--- config.mk ---
export PLATFORM = sky130hd
export DESIGN_NAME = lcr_cell
export DESIGN_NICKNAME = d
export VERILOG_FILES = /design/src/rtl/lcr_pkg.sv /design/src/rtl/lcr_cell.sv
export SDC_FILE = /design/constraint.sdc
export NUM_CORES = 1
export LEC_CHECK = 0
export ABC_AREA = 1
export BUFFER_PORTS_ARGS = -buffer_cell sky130_fd_sc_hd__buf_2
export CAP_MARGIN = 20
export CORE_ASPECT_RATIO = 0.6
export CORE_MARGIN = 2
export CORE_UTILIZATION = 56
export CTS_BUF_LIST = sky130_fd_sc_hd__clkbuf_16
export DETAILED_ROUTE_END_ITERATION = 10
export PLACE_DENSITY = 0.86
export SLEW_MARGIN = 20
export SYNTH_ARGS = -nofsm -noshare
export SYNTH_HDL_FRONTEND = slang
export SYNTH_SLANG_ARGS = --single-unit
--- constraint.sdc ---
create_clock -name core_clk -period 6 [get_ports core_clk]
set_input_delay 1.2 -clock core_clk [delete_from_list [all_inputs] [get_ports core_clk]]
set_output_delay 1.2 -clock core_clk [all_outputs]
set_load 0.02 [all_outputs]
--- src/rtl/lcr_pkg.sv ---
// Shared constants, field layout and types of the logic cell block.
package lcr_pkg;

    // Register bus data width and responses.
    localparam int DATA_W = 32;
    localparam logic [1:0] RESP_OKAY = 2'b00;
    localparam logic [1:0] RESP_SLVERR = 2'b10;

    // Register byte offsets.
    localparam logic [7:0] CFG_OFS = 8'h00;
    localparam logic [7:0] LUT_OFS = 8'h04;
    localparam logic [7:0] STAT_OFS = 8'h08;

    // Stored widths and reset values.
    localparam int CFG_W = 16;
    localparam int LUT_W = 16;
    localparam logic [15:0] CFG_RESET = 16'h0000;
    localparam logic [15:0] LUT_RESET = 16'h0000;

    // Configuration register field positions.
    localparam int FF_LSB = 0;
    localparam int MODE_LSB = 2;
    localparam int LOCAL_SEL_BIT = 4;
    localparam int ROUTE_SEL_BIT = 5;
    localparam int CLR_EN_BIT = 6;
    localparam int CLR_SEL_LSB = 7;
    localparam int PRE_EN_BIT = 9;
    localparam int PRE_SEL_LSB = 10;
    localparam int CLK_SEL_LSB = 12;
    localparam int ALOAD_BIT = 14;
    localparam int CASC_EN_BIT = 15;

    // Status register bit positions.
    localparam int STAT_Q_BIT = 0;
    localparam int STAT_LOCAL_BIT = 1;
    localparam int STAT_ROUTE_BIT = 2;
    localparam int STAT_CARRY_BIT = 3;
    localparam int STAT_CASC_BIT = 4;
    localparam int STAT_TBUS_BIT = 5;

    // Cells chained inside one cluster.
    localparam int CLUSTER_CELLS = 8;

    // Storage element behaviour.
    typedef enum logic [1:0] {FF_D, FF_T, FF_JK, FF_SR} lcr_ff_t;

    // Operating mode of the cell.
    typedef enum logic [1:0] {MODE_NORMAL, MODE_ARITH, MODE_UPDOWN, MODE_CLEAR} lcr_mode_t;

endpackage

--- src/rtl/lcr_cell.sv ---
// One programmable logic cell with its register, chains and tri-state emulation.
//
// Overview of operation
// - Register acts as D, T, JK or SR.
// - Bypass register so the lookup drives an output through the output stage.
// - Two outputs, local and long-distance, independently selected.
// - Lookup and register may drive different outputs.
// - Carry-in feeds lookup and next carry stage.
// - Long carry chains link clusters, eight per cluster.
// - Cluster-crossing carry hops to alternate clusters.
// - Carry chain restarts past the memory block.
// - Chains link cells; cascade ANDs wide functions.
// - Counter has enable, direction, load, clock enable.
// - Counter splits lookup into two three-input tables.
// - Two-input selector provides synchronous counter load.
// - Clear and preset load register asynchronously.
// - Clearable counter takes clear from cascade-in.
// - Load selector output ANDed with inverted clear.
// - Bus emulation: contention low, no driver high.
// - Clear and preset come from control inputs.
// - Clear selectable from either cluster control line.
// - Control one loads fourth input when configured.
// - Clock, clear, preset sources are selectable.
`timescale 1ns/10ps
module lcr_cell #(
    parameter int CELL_INDEX = 0,
    parameter int CLUSTER_INDEX = 0,
    parameter int MEM_CLUSTER = 4,
    parameter int TBUS_W = 4,
    parameter int ADDR_W = 8
) (
    input logic core_clk, // Block clock.
    input logic reset_n, // Asynchronous reset, active low.
    input logic clk_en, // Freezes all state while low.
    input logic s_axi_awvalid, // Write address valid.
    output logic s_axi_awready, // Write address ready.
    input logic [ADDR_W-1:0] s_axi_awaddr, // Write address.
    input logic s_axi_wvalid, // Write data valid.
    output logic s_axi_wready, // Write data ready.
    input logic [lcr_pkg::DATA_W-1:0] s_axi_wdata, // Write data.
    input logic [3:0] s_axi_wstrb, // Write byte enables.
    output logic s_axi_bvalid, // Write response valid.
    input logic s_axi_bready, // Write response ready.
    output logic [1:0] s_axi_bresp, // Write response code.
    input logic s_axi_arvalid, // Read address valid.
    output logic s_axi_arready, // Read address ready.
    input logic [ADDR_W-1:0] s_axi_araddr, // Read address.
    output logic s_axi_rvalid, // Read data valid.
    input logic s_axi_rready, // Read data ready.
    output logic [lcr_pkg::DATA_W-1:0] s_axi_rdata, // Read data.
    output logic [1:0] s_axi_rresp, // Read response code.
    input logic [2:0] data_in, // Lower three data inputs.
    input logic fourth_data_input, // Fourth data input.
    input logic cluster_control_one, // Cluster control line one.
    input logic cluster_control_two, // Cluster control line two.
    input logic global_clear, // Clear from a global line.
    input logic pin_clear, // Clear from an input pin.
    input logic global_preset, // Preset from a global line.
    input logic pin_preset, // Preset from an input pin.
    input logic global_clk_tick, // Register clock from a global line.
    input logic pin_clk_tick, // Register clock from an input pin.
    input logic internal_clk_tick, // Register clock from internal logic.
    input logic carry_in, // Carry from the lower cell in the cluster.
    input logic carry_hop_in, // Carry from the cluster two places back.
    input logic cascade_in, // Cascade from the previous cell.
    input logic cascade_hop_in, // Cascade from the previous cluster.
    input logic [TBUS_W-1:0] tbus_data, // Emulated bus driver data.
    input logic [TBUS_W-1:0] tbus_oe, // Emulated bus driver enables.
    output logic local_out, // Output to local cluster routing.
    output logic route_out, // Output to row or column routing.
    output logic carry_out, // Carry to the next higher cell.
    output logic cascade_out, // Cascade to the next cell.
    output logic tbus_out // Resolved emulated bus level.
);
    import lcr_pkg::*;

    // Parameter values the structure cannot serve are refused.
    if (CELL_INDEX < 0 || CELL_INDEX >= CLUSTER_CELLS) begin : g_bad_cell
        $error("CELL_INDEX outside the cluster");
    end
    if (CLUSTER_INDEX < 0 || MEM_CLUSTER < 2 || TBUS_W < 1 || ADDR_W < 4) begin : g_bad_par
        $error("cluster, bus or address parameter out of range");
    end

    // The first cell of a cluster takes its chains from further away.
    localparam bit FIRST_CELL = (CELL_INDEX == 0);
    localparam bit CARRY_START = (CLUSTER_INDEX < 2) || (CLUSTER_INDEX == MEM_CLUSTER)
        || (CLUSTER_INDEX == MEM_CLUSTER + 1);
    localparam bit CASC_START = (CLUSTER_INDEX == 0) || (CLUSTER_INDEX == MEM_CLUSTER);

    logic [CFG_W-1:0] cfg;
    logic [LUT_W-1:0] lut_table;
    logic [ADDR_W-1:0] waddr;
    logic [DATA_W-1:0] wdata, wr_word, stat_word;
    logic [3:0] wstrb;
    lcr_ff_t ff_mode;
    lcr_mode_t mode;
    logic q, next_q, aw_got, w_got, counting, carry_eff, cascade_eff, dir;
    logic lut_res, lut_carry, cnt_val, load_val, core_next, tick;
    logic clr_act, ald_act, pre_act, next_local, next_route, next_tbus;

    // Selects one of four sources for the register's clock, clear or preset.
    function automatic logic pick(input logic [1:0] sel, input logic [3:0] src);
        return src[sel];
    endfunction

    // Next value of the storage element; b is the K or R input.
    function automatic logic ff_next(input lcr_ff_t f, input logic cur, input logic a,
                                     input logic b);
        case (f)
            FF_D: ff_next = a;
            FF_T: ff_next = cur ^ a;
            FF_JK: ff_next = (a & ~cur) | (~b & cur);
            FF_SR: ff_next = b ? 1'b0 : (a ? 1'b1 : cur);
            default: ff_next = cur;
        endcase
    endfunction

    // True when a word address matches a register offset.
    function automatic logic hit(input logic [ADDR_W-1:0] addr, input logic [7:0] ofs);
        return {addr[ADDR_W-1:2], 2'b00} == ADDR_W'(ofs);
    endfunction

    // Register read view, also the base that byte enables merge into.
    function automatic logic [DATA_W-1:0] reg_read(input logic [ADDR_W-1:0] addr);
        reg_read = '0;
        if (hit(addr, CFG_OFS)) begin
            reg_read = {16'h0000, cfg};
        end else if (hit(addr, LUT_OFS)) begin
            reg_read = {16'h0000, lut_table};
        end else if (hit(addr, STAT_OFS)) begin
            reg_read = stat_word;
        end
    endfunction

    // Configuration fields that steer the cell.
    assign ff_mode = lcr_ff_t'(cfg[FF_LSB +: 2]);
    assign mode = lcr_mode_t'(cfg[MODE_LSB +: 2]);
    assign counting = (mode == MODE_UPDOWN) || (mode == MODE_CLEAR);

    // Chain entry: a carry hop skips one cluster so both parities fill in turn.
    assign carry_eff = FIRST_CELL ? (CARRY_START ? 1'b0 : carry_hop_in) : carry_in;
    assign cascade_eff = FIRST_CELL ? (CASC_START ? (mode != MODE_CLEAR) : cascade_hop_in)
        : cascade_in;

    // Lookup: one four-input table, or two three-input halves for arithmetic.
    always_comb begin
        dir = (mode == MODE_UPDOWN) ? data_in[0] : 1'b1;
        case (mode)
            MODE_NORMAL: begin
                lut_res = lut_table[{fourth_data_input, data_in}];
                lut_carry = carry_eff;
            end
            MODE_ARITH: begin
                lut_res = lut_table[{1'b0, carry_eff, data_in[1:0]}];
                lut_carry = lut_table[{1'b1, carry_eff, data_in[1:0]}];
            end
            default: begin
                lut_res = lut_table[{1'b0, dir, carry_eff, q}];
                lut_carry = lut_table[{1'b1, dir, carry_eff, q}];
            end
        endcase
    end

    // Counter path: enable, load selector, then the clearable AND stage.
    always_comb begin
        cnt_val = data_in[1] ? lut_res : q;
        load_val = data_in[2] ? fourth_data_input : cnt_val;
        if (mode == MODE_CLEAR) begin
            load_val = load_val & ~cascade_eff;
        end
        core_next = counting ? load_val : ff_next(ff_mode, q, lut_res, fourth_data_input);
    end

    // Register controls; inputs are synchronous, so async means no wait for the tick.
    assign tick = pick(cfg[CLK_SEL_LSB +: 2],
        {pin_clk_tick, global_clk_tick, internal_clk_tick, 1'b1});
    assign clr_act = cfg[CLR_EN_BIT] & pick(cfg[CLR_SEL_LSB +: 2],
        {pin_clear, global_clear, cluster_control_two, cluster_control_one});
    assign pre_act = cfg[PRE_EN_BIT] & pick(cfg[PRE_SEL_LSB +: 2],
        {pin_preset, global_preset, cluster_control_two, cluster_control_one});
    assign ald_act = cfg[ALOAD_BIT] & cluster_control_one;

    // Clear first, then load, then preset, and only then the clock.
    always_comb begin
        if (clr_act) begin
            next_q = 1'b0;
        end else if (ald_act) begin
            next_q = fourth_data_input;
        end else if (pre_act) begin
            next_q = 1'b1;
        end else if (tick) begin
            next_q = core_next;
        end else begin
            next_q = q;
        end
        next_local = cfg[LOCAL_SEL_BIT] ? next_q : lut_res;
        next_route = cfg[ROUTE_SEL_BIT] ? next_q : lut_res;
    end

    // Bus emulation: a one-hot enable passes its data, otherwise a fixed level.
    always_comb begin
        if (tbus_oe == '0) begin
            next_tbus = 1'b1;
        end else if ((tbus_oe & (tbus_oe - 1'b1)) != '0) begin
            next_tbus = 1'b0;
        end else begin
            next_tbus = |(tbus_oe & tbus_data);
        end
    end

    // Storage element of the cell.
    always_ff @(posedge core_clk or negedge reset_n) begin
        if (!reset_n) begin
            q <= 1'b0;
        end else if (clk_en) begin
            q <= next_q;
        end
    end

    // Registered cell outputs; the register path adds no extra stage.
    always_ff @(posedge core_clk or negedge reset_n) begin
        if (!reset_n) begin
            local_out <= 1'b0;
            route_out <= 1'b0;
            carry_out <= 1'b0;
            cascade_out <= 1'b0;
            tbus_out <= 1'b1;
        end else if (clk_en) begin
            local_out <= next_local;
            route_out <= next_route;
            carry_out <= lut_carry;
            cascade_out <= (cfg[CASC_EN_BIT] && !counting) ? (lut_res & cascade_eff) : lut_res;
            tbus_out <= next_tbus;
        end
    end

    // Status view of the cell's own state.
    always_comb begin
        stat_word = '0;
        stat_word[STAT_Q_BIT] = q;
        stat_word[STAT_LOCAL_BIT] = local_out;
        stat_word[STAT_ROUTE_BIT] = route_out;
        stat_word[STAT_CARRY_BIT] = carry_out;
        stat_word[STAT_CASC_BIT] = cascade_out;
        stat_word[STAT_TBUS_BIT] = tbus_out;
        wr_word = reg_read(waddr);
        for (int i = 0; i < 4; i++) begin
            if (wstrb[i]) begin
                wr_word[8*i +: 8] = wdata[8*i +: 8];
            end
        end
    end

    // Write channel: address and data in either order, then the answer.
    always_ff @(posedge core_clk or negedge reset_n) begin
        if (!reset_n) begin
            s_axi_awready <= 1'b1;
            s_axi_wready <= 1'b1;
            s_axi_bvalid <= 1'b0;
            s_axi_bresp <= RESP_OKAY;
            aw_got <= 1'b0;
            w_got <= 1'b0;
            waddr <= '0;
            wdata <= '0;
            wstrb <= 4'h0;
            cfg <= CFG_RESET;
            lut_table <= LUT_RESET;
        end else if (clk_en) begin
            if (s_axi_awvalid && s_axi_awready) begin
                waddr <= s_axi_awaddr;
                aw_got <= 1'b1;
                s_axi_awready <= 1'b0;
            end
            if (s_axi_wvalid && s_axi_wready) begin
                wdata <= s_axi_wdata;
                wstrb <= s_axi_wstrb;
                w_got <= 1'b1;
                s_axi_wready <= 1'b0;
            end
            if (aw_got && w_got && !s_axi_bvalid) begin
                aw_got <= 1'b0;
                w_got <= 1'b0;
                s_axi_bvalid <= 1'b1;
                s_axi_bresp <= RESP_OKAY;
                if (hit(waddr, CFG_OFS)) begin
                    cfg <= wr_word[CFG_W-1:0];
                end else if (hit(waddr, LUT_OFS)) begin
                    lut_table <= wr_word[LUT_W-1:0];
                end else if (!hit(waddr, STAT_OFS)) begin
                    s_axi_bresp <= RESP_SLVERR;
                end
            end
            if (s_axi_bvalid && s_axi_bready) begin
                s_axi_bvalid <= 1'b0;
                s_axi_awready <= 1'b1;
                s_axi_wready <= 1'b1;
            end
        end
    end

    // Read channel: one read in flight, data one edge after the address.
    always_ff @(posedge core_clk or negedge reset_n) begin
        if (!reset_n) begin
            s_axi_arready <= 1'b1;
            s_axi_rvalid <= 1'b0;
            s_axi_rdata <= '0;
            s_axi_rresp <= RESP_OKAY;
        end else if (clk_en) begin
            if (s_axi_arvalid && s_axi_arready) begin
                s_axi_arready <= 1'b0;
                s_axi_rvalid <= 1'b1;
                s_axi_rdata <= reg_read(s_axi_araddr);
                s_axi_rresp <= (hit(s_axi_araddr, CFG_OFS) || hit(s_axi_araddr, LUT_OFS)
                    || hit(s_axi_araddr, STAT_OFS)) ? RESP_OKAY : RESP_SLVERR;
            end else if (s_axi_rvalid && s_axi_rready) begin
                s_axi_rvalid <= 1'b0;
                s_axi_arready <= 1'b1;
            end
        end
    end
endmodule

==> flow_metrics.env <==
export IMPL_diodes=0
export IMPL_combPwrFrac=0.103
export IMPL_synth_cell_types=28
export IMPL_drv_slew=0
export IMPL_clk_pin_slew_ns=0.06
export IMPL_port_buffer_count=86
export IMPL_final_cells=768
export IMPL_layout_cells_most_common="nand2_1"
export IMPL_swShare=0.245
export IMPL_switchingPower_w=0.000344
export IMPL_yosys_area_share_adder=0.00282
export IMPL_r2r_end="cfg[10]"
export IMPL_crit_type="in -> reg"
export IMPL_ios=131
export IMPL_cp_max_fo=11
export IMPL_grt_total_usage=0.279
export IMPL_powerDensity_nw_per_um2=271
export IMPL_dpl_instance_area_sq_um=4830
export IMPL_final_cell_area_sq_um=5190
export IMPL_htreeDepth=3
export IMPL_post_route_period_util=0.534
export IMPL_ir_drop_mv=0.169
export IMPL_hp_class="reg -> reg"
export IMPL_placed_cells=751
export IMPL_grt_start_max_net_pins=88
export IMPL_reg2reg_from="waddr[5]"
export IMPL_muxShareOfSynthArea=0
export IMPL_ant_nets=0
export IMPL_die_area_sq_um=8670
export IMPL_hold_slack_ns=0.468
export IMPL_ys_seq_area_frac=0.492
export IMPL_holdPathStages=2
export IMPL_routed_wl_um=11600
export IMPL_clockBufferDepth=2
export IMPL_crit_path_end="route_out"
export IMPL_finalHoldViolations=0
export IMPL_cts_hold_buffers=0
export IMPL_nets=741
export IMPL_start_util=0.569
export IMPL_rsz0062_at_grt="no"
export IMPL_crit_required_ns=6.23
export IMPL_synth_ff_latch_count=87
export IMPL_drcViolationCount=0
export IMPL_setup_viol=0
export IMPL_finalWeightedCongestion=0.943
export IMPL_area_growth_pct=16.9
export IMPL_synth_simple_gate_area_frac=0.214
export IMPL_cts_tree="built"
export IMPL_syn_instance_count=580
export IMPL_p_int_w=0.00106
export IMPL_arrival_ns=3.43
export IMPL_core_area_sq_um=7790
export IMPL_clk_latency_ns=0.35
export IMPL_setup_worst_path_end_class="register"
export IMPL_numClockSinks=87
export IMPL_core_rowCount=25
export IMPL_synth_compound_area_frac=0.189
export IMPL_max_cap_viol_count=0
export IMPL_cts_root_buf="clkbuf_16"
export IMPL_grt_pass1_wl_um=18600
export IMPL_max_freq_mhz=312
export IMPL_p_leak_nw=2.62
export IMPL_r2r_setup_slack_ns=3.21
export IMPL_first_iter_violations=528
export IMPL_mostFrequentLayoutCells="nand2_1 (186), buf_2 (85), dfrtp_1 (83)"
export IMPL_finClkSkew_ns=0.00803
export IMPL_cts_resized=0
export IMPL_startpoint="data_in[0]"
export IMPL_grt_pass1_vias=3744
export IMPL_seqPwrFrac=0.447
export IMPL_die_width_um=119
export IMPL_via_per_inst=5.42
export IMPL_status="finished clean"
export IMPL_syn_avg_cell_area_sq_um=7.65
export IMPL_wl_per_cell_um=15.1
export IMPL_antenna_found_initial=0
export IMPL_netlist_area_sq_um=4440
export IMPL_cts_setup_buffers=0
export IMPL_ff2ff_path_depth=4
export IMPL_slew_headroom=0.317
export IMPL_dr_total_vias=4164
export IMPL_synthXorXnorAreaFrac=0
export IMPL_clockPowerShare=0.450
export IMPL_dp_hpwl_um=8190
export IMPL_layout_drive_gt1_share=0.168
export IMPL_numCtsBuffers=9
export IMPL_grt_overflow_total=0
export IMPL_synth_top_family_by_area="simple AND/OR/NAND/NOR gates"
export IMPL_cp_start_kind="input port"
export IMPL_yosys_warnings=0
export IMPL_die_h_um=72.9
export IMPL_worst_pin_slew_ns=1.02
export IMPL_fin_tns_setup_ns=0
export IMPL_period_needed_ns=3.20
export IMPL_drtPass1Iterations=5
## worst min path at each step
stage | start | endpoint | slack (ns)
final | s_axi_awready | s_axi_awready | 0.47
after global routing | s_axi_rdata[6] | s_axi_rdata[6] | 0.51
after CTS | s_axi_awready | s_axi_awready | 0.47
after detailed placement | s_axi_awready | s_axi_awready | 0.46
after global placement | s_axi_awready | s_axi_awready | 0.45
after floorplan | wdata[10] | wdata[10] | 0.44
## registers in the layout, indices dropped and copies added, names as in the netlist, 2 cells and up
signal       flops
cfg             16
wdata           16
s_axi_rdata     16
lut_table       16
waddr            6
wstrb            2
## kinds of logic after synthesis
kind of cell,Yosys count
other,1
AOI/OAI and AO/OA,160
DFF,87
buffers and inverters,96
and+or+nand+nor,235
adders and majority gates,1
## critical path, cell delays in order
cell	delay (ns)
buf_2	0.17
inv_1	0.19
nand2_1	0.09
nand3_1	0.11
nand3_1	0.09
nand3_1	0.11
nand2_1	0.06
nand2_1	0.06
nand2_1	0.06
nand2_2	0.11
inv_1	0.07
ha_1	0.27
inv_1	0.05
o21ai_0	0.08
a21oi_1	0.14
nor2_1	0.05
nand2_1	0.07
nand2_1	0.05
nand2_1	0.05
nand3_1	0.06
nand2_1	0.11
nand2_1	0.07
nand2_1	0.06
nand2_1	0.05
## Yosys cell counts
library cell / instances / area share
nand2_1: 186 / 0.16
dfrtp_1: 83 / 0.47
o21ai_1: 57 / 0.064
inv_1: 55 / 0.047
o21ai_0: 47 / 0.053
a21oi_1: 38 / 0.043
nor2_1: 24 / 0.020
buf_4: 19 / 0.032
nand3_1: 18 / 0.020
clkbuf_1: 15 / 0.013
o22ai_1: 7 / 0.0099
buf_2: 5 / 0.0056
dfstp_2: 4 / 0.024
o211ai_1: 4 / 0.0068
buf_6: 2 / 0.0051
nand4_1: 2 / 0.0028
nor3_4: 2 / 0.0073
o21a_1: 2 / 0.0034
a211oi_1: 1 / 0.0017
a31oi_1: 1 / 0.0014
and3_1: 1 / 0.0014
conb_1: 1 / 0.00085
ha_1: 1 / 0.0028
nand2_2: 1 / 0.0014
o21bai_1: 1 / 0.0017
o31ai_1: 1 / 0.0017
o41ai_1: 1 / 0.0020
or4_4: 1 / 0.0025
## stage by stage
stage	util	worst slack, ns	total power (W)
finish	0.666	2.80	0.00140
CTS	0.663	2.81	0.00141
global route	0.666	2.55	0.00145
floorplan	-	3.06	0.000728
detailed placement	0.620	2.59	0.000780
global placement	0.620	2.67	0.000773
## metal layers
layer | up-vias | share of wire | global-route usage
met5 | - | 0 | 0
met4 | 0 | 0.018 | 0.0833
met3 | 27 | 0.12 | 0.102
met2 | 240 | 0.41 | 0.390
met1 | 1894 | 0.45 | 0.408
li1 | 2003 | - | -
## cell type report
cell class	count	area (sq um)
clock inverter	7	113
clock buffer	9	225
tap	108	135
inverter	55	206
fill	652	2600
timing repair buffer	88	455
multi-input combinational	414	1870
sequential	87	2180
## power groups by stage
| stage | sequential [W] | combinational (W) | clock [W] |
|---|---|---|---|
| 2_1_floorplan | 0.000648 | 0.0000802 | 0 |
| 3_3_place_gp | 0.000635 | 0.000138 | 0 |
| 3_5_place_dp | 0.000637 | 0.000143 | 0 |
| 4_1_cts | 0.000626 | 0.000145 | 0.000641 |
| 5_1_grt | 0.000630 | 0.000162 | 0.000663 |
| 6_report | 0.000627 | 0.000145 | 0.000631 |
No activity file was read; power rests on OpenSTA's default activity.
